`src/isv_regs.svh`:
```
`ifndef ISV_REGS_SVH
`define ISV_REGS_SVH

// ----------------------------------------
// register offsets
// ----------------------------------------
`define ISV_SYSTEM_CONTROL_REG_OFS 8'h00
`define ISV_PIN_SENSE_CONFIG_OFS 8'h04
`define ISV_PIN_REQUEST_ENABLE_OFS 8'h08
`define ISV_PIN_REQUEST_FLAGS_OFS 8'h0C
`define ISV_PRIO_BASE_OFS 8'h10
`define ISV_PRIO_LAST_OFS 8'h30
`define ISV_STATUS_OFS 8'h34

// ----------------------------------------
// field positions and reset values
// ----------------------------------------
`define ISV_EDGE_BIT 0
`define ISV_MODE_LSB 4
`define ISV_PRIO_HI_LSB 4
`define ISV_PRIO_LO_LSB 0
`define ISV_STAT_LVL_LSB 8
`define ISV_STAT_REQ_BIT 16
`define ISV_STAT_NMI_BIT 17
`define ISV_STAT_WAKE_BIT 18
`define ISV_PRIO_RST 3'h7
`define ISV_MODE_LEVEL 2'h2

// ----------------------------------------
// vector numbers
// ----------------------------------------
`define ISV_VEC_NMI 8'h07
`define ISV_VEC_PIN0 8'h10
`define ISV_VEC_SOFTEND 8'h18
`define ISV_VEC_WDOG 8'h19
`define ISV_VEC_TMR0 8'h20
`define ISV_VEC_TMR1 8'h28
`define ISV_VEC_TMR2 8'h2C
`define ISV_VEC_DMA 8'h48
`define ISV_VEC_SER0 8'h50
`define ISV_VEC_EXP0 8'h68

`endif

```
`src/isv_pkg.sv`:
```
package isv_pkg;
    typedef enum logic [1:0] {ISV_LOW, ISV_FALL, ISV_RISE, ISV_BOTH} isv_sense_t;
    typedef enum logic {ISV_FLAT, ISV_LEVEL} isv_mode_t;
    // pin detector state
    typedef struct packed {
        logic s1;
        logic s2;
        logic prev;
        logic hit;
    } isv_sync_t;
    // controller state
    typedef struct packed {
        logic nmi_edge_select;
        logic [1:0] intm;
        logic [15:0] pin_sense_config;
        logic [7:0] pin_request_enable;
        logic [7:0] pin_request_flags;
        logic [8:0][1:0][2:0] priority_level_fields;
        logic nmi_pend;
        logic req;
        logic [7:0] vec;
        logic [2:0] lvl;
        logic wake;
        logic aw_ok;
        logic [7:0] aw_addr;
        logic w_ok;
        logic [31:0] wdata;
        logic [3:0] wstrb;
        logic bvalid;
        logic [1:0] bresp;
        logic rvalid;
        logic [31:0] rdata;
        logic [1:0] rresp;
    } isv_state_t;
endpackage : isv_pkg

```
`src/isv_sense.sv`:
```
`timescale 1ns/100ps
module isv_sense
    import isv_pkg::*;
(
    // clock and control
    input logic aclk,
    input logic aresetn,
    input logic ce,
    // pin and condition
    input logic pin,
    input isv_sense_t mode,
    // results
    output logic hit,
    output logic level
);
    isv_sync_t st_q;
    isv_sync_t st_d;

    // two-stage synchroniser, then condition detect
    always_comb begin
        st_d = st_q;
        st_d.s1 = pin;
        st_d.s2 = st_q.s1;
        st_d.prev = st_q.s2;
        unique case (mode)
            ISV_LOW: st_d.hit = !st_q.s2;
            ISV_FALL: st_d.hit = st_q.prev && !st_q.s2;
            ISV_RISE: st_d.hit = !st_q.prev && st_q.s2;
            ISV_BOTH: st_d.hit = st_q.prev ^ st_q.s2;
        endcase
    end

    // idle-high pins: reset to 1 avoids a false edge
    always_ff @(posedge aclk) begin
        if (!aresetn) begin
            st_q <= '{s1: 1'b1, s2: 1'b1, prev: 1'b1, hit: 1'b0};
        end else if (ce) begin
            st_q <= st_d;
        end
    end

    assign hit = st_q.hit;
    assign level = st_q.s2;
endmodule : isv_sense

```
`src/isv_top.sv`:
```
// Contract
// - nmi is top priority, presented regardless of mode or core mask
// - nmi requested on rising or falling pin edge per edge select
// - nmi supplies vector 7
// - each request pin senses low level, falling, rising or both edges
// - request pins 0 to 7 get vectors 16 to 23
// - pin detection ignores the pin direction setting
// - pin flag sets on its condition even when disabled
// - only nmi and request pins 0 to 2 wake from standby
// - expansion pin driven low raises its interrupt
// - peripheral request forwarded only when flag and enable are both 1
// - transfer-engine acceptance leaves control mode and core mask alone
// - default priority: lower vector number ranks higher
// - equal programmed levels resolved by fixed vector ranking
// - vector address is four times the vector number, 16 bits
// - soft transfer end uses vector 24, field lo of third register
// - timer channel 0: vectors 32 to 36, one field, 37-39 reserved
// - timer channel 1: vectors 40 to 43, one shared field
// - timer channel 2: vectors 44 to 47, one shared field
// - dma ends: vectors 72 to 75, one shared field
// - serial channels: four vectors each from 80 to 91
// - expansion pins: vectors 104 to 111, two fields of four
// - 3-bit levels, 0 lowest 7 highest, fields at bits 6:4 and 2:0
// - highest level passed only when above core mask level
// - flat mode: mask bit 1 passes only nmi, others stay pending
`timescale 1ns/100ps
`include "isv_regs.svh"
module isv_top
    import isv_pkg::*;
#(
    parameter int ADDR_W = 8,
    parameter int NPER = 31
) (
    // clock and reset
    input logic aclk,
    input logic aresetn,
    input logic ce,
    input logic hw_standby,
    input logic standby,
    // register bus write
    input logic [ADDR_W-1:0] s_axi_awaddr,
    input logic s_axi_awvalid,
    output logic s_axi_awready,
    input logic [31:0] s_axi_wdata,
    input logic [3:0] s_axi_wstrb,
    input logic s_axi_wvalid,
    output logic s_axi_wready,
    output logic [1:0] s_axi_bresp,
    output logic s_axi_bvalid,
    input logic s_axi_bready,
    // register bus read
    input logic [ADDR_W-1:0] s_axi_araddr,
    input logic s_axi_arvalid,
    output logic s_axi_arready,
    output logic [31:0] s_axi_rdata,
    output logic [1:0] s_axi_rresp,
    output logic s_axi_rvalid,
    input logic s_axi_rready,
    // pins
    input logic nmi_pin,
    input logic [7:0] irq_pin_n,
    input logic [7:0] expansion_request_pins_n,
    // on-chip peripherals
    input logic [NPER-1:0] periph_flag,
    input logic [NPER-1:0] periph_en,
    // processor core
    input logic core_mask,
    input logic [2:0] core_level,
    input logic irq_ack,
    input logic xfer_ack,
    output logic irq_req,
    output logic [7:0] irq_vector,
    output logic [15:0] irq_vaddr,
    output logic [2:0] irq_level,
    output logic wake
);
    localparam int NSRC = 47;
    localparam int NPIN = 17;

    // ----------------------------------------
    // source table
    // ----------------------------------------
    // vector of maskable source i, ascending with i
    function automatic logic [7:0] src_vec(input int i);
        if (i < 8) return `ISV_VEC_PIN0 + 8'(i);
        if (i == 8) return `ISV_VEC_SOFTEND;
        if (i == 9) return `ISV_VEC_WDOG;
        if (i < 15) return `ISV_VEC_TMR0 + 8'(i - 10);
        if (i < 19) return `ISV_VEC_TMR1 + 8'(i - 15);
        if (i < 23) return `ISV_VEC_TMR2 + 8'(i - 19);
        if (i < 27) return `ISV_VEC_DMA + 8'(i - 23);
        if (i < 39) return `ISV_VEC_SER0 + 8'(i - 27);
        return `ISV_VEC_EXP0 + 8'(i - 39);
    endfunction : src_vec

    // priority field: register*2, even = bits 6:4, odd = bits 2:0
    function automatic int src_fld(input int i);
        if (i < 2) return i;
        if (i < 8) return 1 + i / 2;
        if (i == 8) return 5;
        if (i == 9) return 6;
        if (i < 15) return 8;
        if (i < 19) return 9;
        if (i < 23) return 10;
        if (i < 27) return 12;
        if (i < 39) return 13 + (i - 27) / 4;
        return 16 + (i - 39) / 4;
    endfunction : src_fld

    isv_state_t st_q;
    isv_state_t st_d;
    isv_state_t st_rst;
    logic [NPIN-1:0] pins;
    logic [NPIN-1:0][1:0] modes;
    logic [NPIN-1:0] hit;
    logic [NPIN-1:0] lvl;
    logic [NSRC-1:0] req;
    logic level_mode;
    logic wr_fire;
    logic sel_ok;
    logic [7:0] sel_v;
    logic [2:0] sel_l;
    logic [2:0] lv;
    logic [7:0] wclr;
    logic [7:0] aclr;
    logic [7:0] ra;
    logic [3:0] pidx;
    logic [7:0] widx;

    // ----------------------------------------
    // pin detectors
    // ----------------------------------------
    // slot 0 nmi, 1-8 request pins, 9-16 expansion pins
    assign pins = {expansion_request_pins_n, irq_pin_n, nmi_pin};
    always_comb begin
        modes[0] = st_q.nmi_edge_select ? ISV_RISE : ISV_FALL;
        for (int n = 0; n < 8; n++) begin
            modes[n + 1] = st_q.pin_sense_config[2 * n +: 2];
            modes[n + 9] = ISV_LOW;
        end
    end

    for (genvar g = 0; g < NPIN; g++) begin : g_pin
        isv_sense u_sense (
            .aclk(aclk),
            .aresetn(aresetn && !hw_standby),
            .ce(ce),
            .pin(pins[g]),
            .mode(isv_sense_t'(modes[g])),
            .hit(hit[g]),
            .level(lvl[g])
        );
    end

    // ----------------------------------------
    // request vector
    // ----------------------------------------
    assign level_mode = (st_q.intm == `ISV_MODE_LEVEL);
    assign req[7:0] = st_q.pin_request_flags & st_q.pin_request_enable;
    assign req[38:8] = periph_flag & periph_en;
    assign req[46:39] = hit[16:9];

    // bus handshakes
    assign s_axi_awready = ce && !st_q.aw_ok;
    assign s_axi_wready = ce && !st_q.w_ok;
    assign s_axi_arready = ce && !st_q.rvalid;
    assign wr_fire = st_q.aw_ok && st_q.w_ok && !st_q.bvalid;
    assign ra = 8'(s_axi_araddr);
    assign pidx = 4'((ra - `ISV_PRIO_BASE_OFS) >> 2);
    assign widx = 8'((st_q.aw_addr - `ISV_PRIO_BASE_OFS) >> 2);

    // ----------------------------------------
    // next state
    // ----------------------------------------
    always_comb begin
        st_d = st_q;
        sel_ok = 1'b0;
        sel_v = 8'h00;
        sel_l = 3'h0;
        lv = 3'h0;
        wclr = 8'h00;
        aclr = 8'h00;
        // write path: address and data in either order
        if (s_axi_awvalid && s_axi_awready) begin
            st_d.aw_ok = 1'b1;
            st_d.aw_addr = 8'(s_axi_awaddr);
        end
        if (s_axi_wvalid && s_axi_wready) begin
            st_d.w_ok = 1'b1;
            st_d.wdata = s_axi_wdata;
            st_d.wstrb = s_axi_wstrb;
        end
        if (st_q.bvalid && s_axi_bready) begin
            st_d.bvalid = 1'b0;
        end
        if (wr_fire) begin
            st_d.aw_ok = 1'b0;
            st_d.w_ok = 1'b0;
            st_d.bvalid = 1'b1;
            st_d.bresp = 2'h0;
            unique case (st_q.aw_addr)
                `ISV_SYSTEM_CONTROL_REG_OFS: begin
                    if (st_q.wstrb[0]) begin
                        st_d.nmi_edge_select = st_q.wdata[`ISV_EDGE_BIT];
                        st_d.intm = st_q.wdata[`ISV_MODE_LSB +: 2];
                    end
                end
                `ISV_PIN_SENSE_CONFIG_OFS: begin
                    if (st_q.wstrb[0]) st_d.pin_sense_config[7:0] = st_q.wdata[7:0];
                    if (st_q.wstrb[1]) st_d.pin_sense_config[15:8] = st_q.wdata[15:8];
                end
                `ISV_PIN_REQUEST_ENABLE_OFS: begin
                    if (st_q.wstrb[0]) st_d.pin_request_enable = st_q.wdata[7:0];
                end
                `ISV_PIN_REQUEST_FLAGS_OFS: begin
                    // only zeros act: they clear
                    if (st_q.wstrb[0]) wclr = ~st_q.wdata[7:0];
                end
                `ISV_STATUS_OFS: begin
                end
                default: begin
                    if (st_q.aw_addr >= `ISV_PRIO_BASE_OFS && st_q.aw_addr <= `ISV_PRIO_LAST_OFS
                        && st_q.aw_addr[1:0] == 2'h0) begin
                        if (st_q.wstrb[0]) begin
                            st_d.priority_level_fields[widx[3:0]][1] =
                                st_q.wdata[`ISV_PRIO_HI_LSB +: 3];
                            st_d.priority_level_fields[widx[3:0]][0] =
                                st_q.wdata[`ISV_PRIO_LO_LSB +: 3];
                        end
                    end else begin
                        st_d.bresp = 2'h2;
                    end
                end
            endcase
        end
        // read path
        if (st_q.rvalid && s_axi_rready) begin
            st_d.rvalid = 1'b0;
        end
        if (s_axi_arvalid && s_axi_arready) begin
            st_d.rvalid = 1'b1;
            st_d.rresp = 2'h0;
            st_d.rdata = 32'h0000_0000;
            unique case (ra)
                `ISV_SYSTEM_CONTROL_REG_OFS: begin
                    st_d.rdata[`ISV_EDGE_BIT] = st_q.nmi_edge_select;
                    st_d.rdata[`ISV_MODE_LSB +: 2] = st_q.intm;
                end
                `ISV_PIN_SENSE_CONFIG_OFS: st_d.rdata[15:0] = st_q.pin_sense_config;
                `ISV_PIN_REQUEST_ENABLE_OFS: st_d.rdata[7:0] = st_q.pin_request_enable;
                `ISV_PIN_REQUEST_FLAGS_OFS: st_d.rdata[7:0] = st_q.pin_request_flags;
                `ISV_STATUS_OFS: begin
                    st_d.rdata[7:0] = st_q.vec;
                    st_d.rdata[`ISV_STAT_LVL_LSB +: 3] = st_q.lvl;
                    st_d.rdata[`ISV_STAT_REQ_BIT] = st_q.req;
                    st_d.rdata[`ISV_STAT_NMI_BIT] = st_q.nmi_pend;
                    st_d.rdata[`ISV_STAT_WAKE_BIT] = st_q.wake;
                end
                default: begin
                    if (ra >= `ISV_PRIO_BASE_OFS && ra <= `ISV_PRIO_LAST_OFS && ra[1:0] == 2'h0) begin
                        // unused bits 7 and 3 read as 1
                        st_d.rdata[7:0] = {1'b1, st_q.priority_level_fields[pidx][1],
                            1'b1, st_q.priority_level_fields[pidx][0]};
                    end else begin
                        st_d.rresp = 2'h2;
                    end
                end
            endcase
        end
        // acceptance clears the presented pin source, a low-level pin only once it reads high
        for (int n = 0; n < 8; n++) begin
            if ((irq_ack || xfer_ack) && st_q.vec == `ISV_VEC_PIN0 + 8'(n)
                && (st_q.pin_sense_config[2 * n +: 2] != 2'h0 || lvl[n + 1])) begin
                aclr[n] = 1'b1;
            end
        end
        // set wins over clear
        st_d.pin_request_flags = hit[8:1] | (st_q.pin_request_flags & ~(wclr | aclr));
        st_d.nmi_pend = hit[0] || (st_q.nmi_pend && !(irq_ack && st_q.vec == `ISV_VEC_NMI));
        // control mode untouched by transfer-engine acceptance
        // priority selection, ascending vectors, strict compare keeps ties
        for (int i = 0; i < NSRC; i++) begin
            lv = st_q.priority_level_fields[src_fld(i) / 2][1 - src_fld(i) % 2];
            if (req[i] && (level_mode ? (lv > core_level) : !core_mask)) begin
                if (!sel_ok || (level_mode && lv > sel_l)) begin
                    sel_ok = 1'b1;
                    sel_l = lv;
                    sel_v = src_vec(i);
                end
            end
        end
        // nmi overrides everything; losers simply stay pending
        if (st_q.nmi_pend) begin
            st_d.req = 1'b1;
            st_d.vec = `ISV_VEC_NMI;
            st_d.lvl = 3'h7;
        end else begin
            st_d.req = sel_ok;
            st_d.vec = sel_ok ? sel_v : st_q.vec;
            st_d.lvl = sel_ok ? sel_l : st_q.lvl;
        end
        if (irq_ack || xfer_ack) begin
            st_d.req = 1'b0;
        end
        // wake sources limited to nmi and pins 0 to 2
        st_d.wake = standby && (st_q.nmi_pend
            || |(st_q.pin_request_flags[2:0] & st_q.pin_request_enable[2:0]));
    end

    // ----------------------------------------
    // state register
    // ----------------------------------------
    always_comb begin
        st_rst = '0;
        st_rst.priority_level_fields = {18{`ISV_PRIO_RST}};
    end

    always_ff @(posedge aclk) begin
        if (!aresetn || hw_standby) begin
            st_q <= st_rst;
        end else if (ce) begin
            st_q <= st_d;
        end
    end

    // outputs
    assign s_axi_bvalid = st_q.bvalid;
    assign s_axi_bresp = st_q.bresp;
    assign s_axi_rvalid = st_q.rvalid;
    assign s_axi_rdata = st_q.rdata;
    assign s_axi_rresp = st_q.rresp;
    assign irq_req = st_q.req;
    assign irq_vector = st_q.vec;
    assign irq_vaddr = {6'h00, st_q.vec, 2'h0};
    assign irq_level = st_q.lvl;
    assign wake = st_q.wake;
endmodule : isv_top

```
`config.mk`:
```
export PLATFORM = sky130hd
export DESIGN_NAME = isv_top
export DESIGN_NICKNAME = d
export VERILOG_FILES = /design/src/isv_pkg.sv /design/src/isv_sense.sv /design/src/isv_top.sv
export VERILOG_INCLUDE_DIRS = /design/src
export SDC_FILE = /design/constraint.sdc
export NUM_CORES = 1
export LEC_CHECK = 0
export ABC_AREA = 1
export BUFFER_PORTS_ARGS = -buffer_cell sky130_fd_sc_hd__buf_2
export CORE_UTILIZATION = 55
export CTS_BUF_LIST = sky130_fd_sc_hd__clkbuf_2
export DETAILED_ROUTE_END_ITERATION = 7
export HOLD_SLACK_MARGIN = 0.08
export PLACE_DENSITY = 0.76
export REMOVE_ABC_BUFFERS = 1
export SLEW_MARGIN = 20
export SYNTH_ARGS = -nofsm -noshare
export SYNTH_HDL_FRONTEND = slang
export SYNTH_SLANG_ARGS = --single-unit
```
`constraint.sdc`:
```
create_clock -name aclk -period 70.9 [get_ports aclk]
set_clock_uncertainty 0.15 [all_clocks]
set_input_delay 3.545 -clock aclk [delete_from_list [all_inputs] [get_ports aclk]]
set_output_delay 3.545 -clock aclk [all_outputs]
set_load 0.1 [all_outputs]
```
==> key figures, run 1 <==
Logic synthesis
  – Post-synthesis adder-cell area fraction: 0.0964
  – Seq/Total Area, Yosys: 0.245
  – Post-synth cell types: 49
  – Synth top area cells: dfxtp_1 25%, nand2_1 14%, nand3_1 9.8%
  – Synth top area share: 0.245
  – Yosys warns: 0
  – Mux cell area share after synthesis: 0
  – Post-synth top area cell: dfxtp_1
  – Post-Synth Simple-Gate Area: 0.350
  – Fraction of registers with async set/reset: 0
  – Cells after synthesis: 2727
  – Xor and xnor area share after synthesis: 0
  – Yosys reg bits: 213
  – Syn Area/Cell: 6.38 µm²
  – Complex-gate fraction of the synthesized area: 0.188
  – Synthesized area: 0.0174 mm²
  – Largest family of logic cells by synthesized area: simple AND/OR/NAND/NOR gates
  – EDFF count, synth: 0
  – Commonest register cell after synthesis: dfxtp_1

Critical path
  – CP Max Fanout: 16
  – Slowest stage delay, CP: 0.35 ns
  – Crit-path slowest cell: o311ai_0
  – Reg2Reg Depth: 365
  – Worst reg2reg endpoint: irq_vector[6]
  – Reg-to-reg setup timing slack: 21.51 ns
  – Setup CP Type: input port to flip-flop
  – Critical path data required time: 71.37 ns
  – Worst R2R Start: st_q[185]
  – CP Launch Type: input port
  – Crit path top cell by count: nand2_1
  – CP endpoint kind: flip-flop
  – Crit path arrival time: 52.50 ns

Global routing
  – GR Overflow Total: 0
  – Number of global-route vias before repair: 17.2k
  – Maximum number of pins on one net before global-route repair: 93
  – GRT Resource Usage Total: 0.300
  – Initial antenna violation count: 1
  – First-pass GRT wire length: 81400 µm

STA
  – Crit share post-route: 0.734
  – RSZ-0062 raised after global routing: false
  – Final hold violation count: 0
  – Final setup fails: 0
  – Measured slew at the worst slew-check pin: 0.997 ns
  – Post-route setup TNS: 0 ns
  – FMAX: 0.0192 GHz
  – Worst rel slew slack: 0.330
  – Max Slew Vio Count: 0
  – Crit path time final: 52.04 ns

Placement
  – Final HPWL DP: 37400 µm
  – Inst Count DP: 3193
  – PortBufs: 173
  – GP Congestion: 0.944

CTS
  – Sink Count: 213
  – H-Tree Depth: 2
  – Clock root cell: clkbuf_2
  – Post-CTS setup buffers: 0
  – Post-CTS Resized: 0
  – Clk buf depth: 3
  – Post-CTS Hold Buffers: 0
  – Clock-pin slew on the worst setup and hold paths: 0.09 ns
  – Num CTS Buffers: 52
  – TritonCTS clock tree: built
  – Worst-Skew Late Latency: 0.84 ns

Final layout
  – Commonest non-fill, non-tap cell in the layout: nand2_1
  – Most frequent cells in the layout: 629 x nand2_1, 339 x nand3_1, 298 x inv_1, 213 x dfxtp_1, 188 x nor2_1
  – Layout cells sized above 1: 0.153
  – Fin nets: 3132
  – Synthesis-to-finish area growth: 7.20%
  – Fill cells: 3055
  – Fin cells: 3290

Outcome
  – Status: finished with violations
  – Failing checks: DRC

Min path
  – Hold crit path type: flip-flop to flip-flop
  – Worst hold stages: 1
  – Hold Path Sink: g_pin[9].u_sense.hit
  – Min-delay src: g_pin[9].u_sense.level

Floorplanning
  – Top Ports: 217
  – Die area: 0.0323 mm²
  – Die span in y: 180 µm
  – Core area: 0.0308 mm²
  – Floorplan row count: 64
  – Starting Density: 0.564
  – Chip width: 180 µm

Drt
  – Final WL: 49600 µm
  – Vias per cell: 5.65
  – Wire per inst: 15.1 µm
  – Pre-Repair DR Iteration Count: 8
  – DRT iter0 DRCs: 1297
  – Residual DRC: 15
  – DRT antenna net count: 0
  – DR vias: 18.6k

Power
  – Leakage power: 9.92 nW
  – Pwr Density: 16.4 mW/mm²
  – Pwr Total: 0.000305 W
  – Maximum vdd drop: 0.0000145 V

Run
  – Maxcap violations: 0
cells in the mapped netlist, types with 2 or more instances:
library cell	count
a211oi_1	22
nor4_1	4
nand3_1	339
a22oi_1	4
nor2_1	189
nand2_1	629
a32oi_1	2
nor2_2	7
inv_2	36
buf_2	3
a221oi_1	3
o21ai_0	170
nand2_2	78
ha_1	134
clkinv_1	6
buf_1	4
a31oi_1	32
nor2_4	3
and2_1	2
o311ai_0	11
inv_1	298
nand3b_1	6
a41oi_1	2
o211ai_1	67
o31ai_1	4
nor3_1	22
nand4_1	19
dfxtp_1	213
o21ai_1	23
clkbuf_1	63
o22ai_1	34
nand2_4	17
o32ai_1	5
o221ai_1	4
buf_6	4
a21oi_1	164
o21ai_2	3
nand3_2	23
buf_4	65
a21oi_2	4
state kept, by name (all words and copies together) (netlist names), 3 cells and up:
register,cells
modes,16
lv,3
g_pin.u_sense.st_d,17
irq_vector,7
g_pin.u_sense.st_q,9
g_pin.u_sense.hit,17
st_q,99
irq_level,3
g_pin.u_sense.level,17
s_axi_rdata,19
through the flow:
| stage | setup slack (ns) | hold slack [ns] | util | cell area, µm² |
|---|---|---|---|---|
| floorplan | 24.16 | 0.262 | - | 16700 |
| global placement | 19.76 | 0.270 | 0.589 | 18100 |
| detailed placement | 18.88 | 0.275 | 0.589 | 18100 |
| CTS | 19.47 | 0.291 | 0.604 | 18600 |
| global route | 13.15 | 0.307 | 0.605 | 18600 |
| finish | 18.86 | 0.294 | 0.605 | 18600 |
kinds of logic (layout without fill, tap and decap cells):
logic type | after synthesis | after routing
AO/OA/AOI/OAI | 559 | 559
adder cells (fa/ha/maj) | 134 | 134
buffers and inverters | 479 | 621
flip-flops | 213 | 213
other | 1 | 26
AND/OR/NAND/NOR | 1341 | 1341
report_power, final:
group	internal [W]	switching, W	leakage, nW
logic	0.0000309	0.0000681	7.82
registers	0.000122	0.00000190	1.73
clock network	0.0000329	0.0000490	0.367
total	0.000186	0.000119	9.92
layer usage:
| layer | vias up | wire, µm | track usage | share of wire |
|---|---|---|---|---|
| met5 | - | 0 | 0 | 0 |
| met4 | 0 | 1850 | 0.128 | 0.037 |
| met3 | 120 | 3240 | 0.0438 | 0.065 |
| met2 | 628 | 22800 | 0.517 | 0.46 |
| met1 | 8423 | 21800 | 0.371 | 0.44 |
| li1 | 9418 | - | - | - |
worst max-delay path: cells and delay by family:
family / cells / cell delay (ns)
adder cells (fa/ha/maj): 47 / 13.32
AO/OA/AOI/OAI: 97 / 13.13
AND/OR/NAND/NOR: 197 / 19.81
buffers and inverters: 28 / 2.60
layout make-up:
cell class	count	area (µm²)	area share
antenna	1	2.50	0.000134
tap	396	495	0.0266
sequential	213	4260	0.229
inverter	340	1280	0.0685
multi-input combinational	2059	11200	0.599
timing repair buffer	185	958	0.0514
clock inverter	18	95.1	0.00510
clock buffer	78	390	0.0209
worst max-delay path by stage:
stage | start | to | slack [ns] | depth (start not counted)
final | core_level[2] | irq_vector[6] | 18.86 | 369
after global routing | core_level[2] | irq_vector[6] | 13.15 | 367
after CTS | core_level[2] | irq_vector[6] | 19.47 | 369
after detailed placement | core_level[2] | irq_vector[6] | 18.88 | 369
after global placement | core_level[2] | irq_vector[6] | 19.76 | 369
after floorplan | core_level[2] | irq_vector[6] | 24.16 | 370
No activity file was read; power rests on OpenSTA's default activity.
==> inputs of run 2 (changes only) <==
--- a/config.mk
+++ b/config.mk
@@ -12,7 +12,7 @@
 export CTS_BUF_LIST = sky130_fd_sc_hd__clkbuf_2
 export DETAILED_ROUTE_END_ITERATION = 7
 export HOLD_SLACK_MARGIN = 0.08
-export PLACE_DENSITY = 0.76
+export PLACE_DENSITY = 0.79
 export REMOVE_ABC_BUFFERS = 1
 export SLEW_MARGIN = 20
 export SYNTH_ARGS = -nofsm -noshare
==> constraint.sdc (replaced) <==
create_clock -name aclk -period 47.6 [get_ports aclk]
set_clock_uncertainty 0.15 [all_clocks]
set_input_delay 2.38 -clock aclk [delete_from_list [all_inputs] [get_ports aclk]]
set_output_delay 2.38 -clock aclk [all_outputs]
set_load 0.1 [all_outputs]
==> run 2 against run 1 <==
The flow still finishes with violations (DRC). Final cell count increased by 6.0%. Die area unchanged. Largest cell class unchanged. Utilization increased by 8.6 points. Sequential power increased by 49%. Clock power increased by 39%. Critical path depth increased by 9. Non-clock buffer count increased by 205. Combinational power increased by 93%. Largest power group is now combinational logic. Routed wire length increased by 13%. Count of clock-buffer cells in the layout decreased by 5. Critical path type unchanged. Total power increased by 61%.
==> key figures, run 2 (synthesis gave the netlist of run 1 again) <==
Placement
  – PortBufs: 173 (unchanged)
  – Final HPWL DP: 39300 µm (was 37400 µm)
  – DP Worst Slack: -1.54 ns (was 18.88 ns)
  – DP Area: 0.0191 mm² (was 0.0181 mm²)
  – GP Congestion: 0.953 (was 0.944)

Critical path
  – Crit path arrival time: 47.90 ns (was 52.50 ns)
  – Worst R2R Start: st_q[185] (unchanged)
  – Slowest stage delay, CP: 0.37 ns (was 0.35 ns)
  – Reg2Reg Depth: 375 (was 365)
  – Reg-to-reg setup timing slack: 1.34 ns (was 21.51 ns)
  – Crit path max-delay family: simple AND/OR/NAND/NOR gates (unchanged)
  – CP Launch Type: input port (unchanged)
  – Critical path data required time: 48.17 ns (was 71.37 ns)
  – Worst reg2reg endpoint: irq_vector[4] (was irq_vector[6])
  – CP Max Fanout: 7 (was 16)
  – Setup CP Type: input port to flip-flop (unchanged)
  – CP endpoint kind: flip-flop (unchanged)
  – Crit path top cell by count: nand2_2 (was nand2_1)
  – Crit-path slowest cell: ha_1 (was o311ai_0)
  – Buf/Inv on CP: 33 (was 28)

Final layout
  – Max reg flops: 99 (unchanged)
  – Synthesis-to-finish area growth: 22.5% (was 7.20%)
  – Fill cells: 2650 (was 3055)
  – Final Cell Area: 0.0213 mm² (was 0.0186 mm²)
  – Commonest non-fill, non-tap cell in the layout: nand2_1 (unchanged)
  – Most flops, register: st_q (unchanged)
  – Sequential cell area: 0.00426 mm² (unchanged)
  – Multi-input logic area: 0.0123 mm² (was 0.0112 mm²)
  – Most frequent cells in the layout: 552 x nand2_1, 317 x nand3_1, 276 x inv_1, 213 x dfxtp_1, 213 x buf_4 (was 629 x nand2_1, 339 x nand3_1, 298 x inv_1, 213 x dfxtp_1, 188 x nor2_1)
  – Layout cells sized above 1: 0.283 (was 0.153)
  – Fin nets: 3336 (was 3132)
  – Fin util: 0.691 (was 0.605)

CTS
  – TritonCTS clock tree: built (unchanged)
  – Clk buf depth: 3 (unchanged)
  – Clock root cell: clkbuf_2 (unchanged)
  – Worst-Skew Late Latency: 0.82 ns (was 0.84 ns)
  – Sink Count: 213 (unchanged)
  – Clock-pin slew on the worst setup and hold paths: 0.11 ns (was 0.09 ns)
  – Num CTS Buffers: 51 (was 52)
  – Post-CTS Hold Buffers: 0 (unchanged)
  – H-Tree Depth: 2 (unchanged)

Floorplanning
  – Die area: 0.0323 mm² (unchanged)
  – Chip width: 180 µm (unchanged)
  – Core area: 0.0308 mm² (unchanged)
  – Starting Density: 0.564 (unchanged)
  – Top Ports: 217 (unchanged)
  – Floorplan row count: 64 (unchanged)
  – Die span in y: 180 µm (unchanged)

Drt
  – Vias per cell: 5.76 (was 5.65)
  – DR vias: 20.1k (was 18.6k)
  – DRT iter0 DRCs: 1674 (was 1297)
  – Wire per inst: 16.0 µm (was 15.1 µm)
  – Residual DRC: 32 (was 15)
  – DRT antenna net count: 0 (unchanged)
  – Final WL: 55800 µm (was 49600 µm)
  – Pre-Repair DR Iteration Count: 8 (unchanged)

Global routing
  – First-pass GRT wire length: 85500 µm (was 81400 µm)
  – Initial antenna violation count: 1 (unchanged)
  – Number of global-route vias before repair: 18.1k (was 17.2k)
  – GRT Resource Usage Total: 0.315 (was 0.300)
  – GR Overflow Total: 0 (unchanged)
  – Maximum number of pins on one net before global-route repair: 79 (was 93)

STA
  – Crit share post-route: 0.994
  – Worst rel slew slack: 0.328 (was 0.330)
  – Final setup fails: 0 (unchanged)
  – Hold_ws: 0.279 ns (was 0.294 ns)
  – RSZ-0062 raised after global routing: true (was false)
  – Setup ws final: 0.268 ns (was 18.86 ns)
  – Measured slew at the worst slew-check pin: 0.998 ns (was 0.997 ns)
  – Max Slew Vio Count: 0 (unchanged)
  – Final hold violation count: 0 (unchanged)
  – Post-route setup TNS: 0 ns (unchanged)
  – FMAX: 0.0211 GHz
  – Crit path time final: 47.33 ns

Min path
  – Min-delay src: g_pin[14].u_sense.level (was g_pin[9].u_sense.level)
  – Hold Path Sink: g_pin[14].u_sense.hit (was g_pin[9].u_sense.hit)
  – Hold crit path type: flip-flop to flip-flop (unchanged)
  – Worst hold stages: 1 (unchanged)

Power
  – Leakage power: 11.1 nW (was 9.92 nW)
  – Maximum vdd drop: 0.0000180 V (was 0.0000145 V)
  – Pwr Density: 23.0 mW/mm² (was 16.4 mW/mm²)

Run
  – Maxcap violations: 0 (unchanged)

Outcome
  – Status: finished with violations (unchanged)
  – Failing checks: DRC (unchanged)
run 2: cell types whose count changed in the layout (fill, tap and decap cells not counted), moves of 21 or more:
| cell | previous run | this run |
|---|---|---|
| o21ai_2 | 3 | 35 |
| ha_1 | 134 | 113 |
| buf_4 | 13 | 213 |
| nor2_1 | 188 | 165 |
| nand2_1 | 629 | 552 |
| nand3_1 | 339 | 317 |
| nand2_2 | 78 | 138 |
| o21ai_0 | 170 | 129 |
| inv_1 | 298 | 276 |
| ha_4 | 0 | 21 |
run 2: layout make-up:
cell class | count | area share
timing repair buffer | 390 | 0.118
inverter | 340 | 0.0603
antenna | 3 | 0.000352
multi-input combinational | 2059 | 0.578
sequential | 213 | 0.200
clock inverter | 15 | 0.00276
tap | 396 | 0.0233
clock buffer | 73 | 0.0172
run 2: timing repair:
action,4_1_cts,5_1_grt
gates cloned,0,0
pin swaps,7,274
resized for setup,16,310
endpoints found under the setup margin,10,10
setup buffers,11,69
run 2: where the power goes:
group / internal [W] / total [W] / leakage [nW] / switching, W
sequential: 0.000182 / 0.000185 / 1.73 / 0.00000278
clock: 0.0000408 / 0.000114 / 0.331 / 0.0000727
combinational: 0.0000722 / 0.000191 / 9.03 / 0.000119
run 2: worst max path at each step:
stage	to	start	cells after the start
3_5_place_dp	irq_vector[6]	core_level[2]	365
3_3_place_gp	irq_vector[6]	core_level[2]	366
6_report	irq_vector[4]	core_level[1]	378
4_1_cts	irq_vector[4]	core_level[2]	372
2_1_floorplan	irq_vector[6]	core_level[2]	370
5_1_grt	irq_vector[4]	core_level[1]	379
run 2: metrics by stage:
| stage | cells | power, W |
|---|---|---|
| 2_1_floorplan | 2612 | 0.000302 |
| 5_1_grt | 3487 | 0.000520 |
| 3_3_place_gp | 3319 | 0.000342 |
| 4_1_cts | 3418 | 0.000460 |
| 3_5_place_dp | 3319 | 0.000347 |
| 6_report | 3489 | 0.000490 |
run 2: routing by layer:
| layer | part of all wire | GRT usage | vias to the layer above |
|---|---|---|---|
| li1 | - | - | 9837 |
| met1 | 0.41 | 0.400 | 9217 |
| met2 | 0.47 | 0.539 | 853 |
| met3 | 0.075 | 0.0367 | 180 |
| met4 | 0.043 | 0.137 | 0 |
| met5 | 0 | 0 | - |
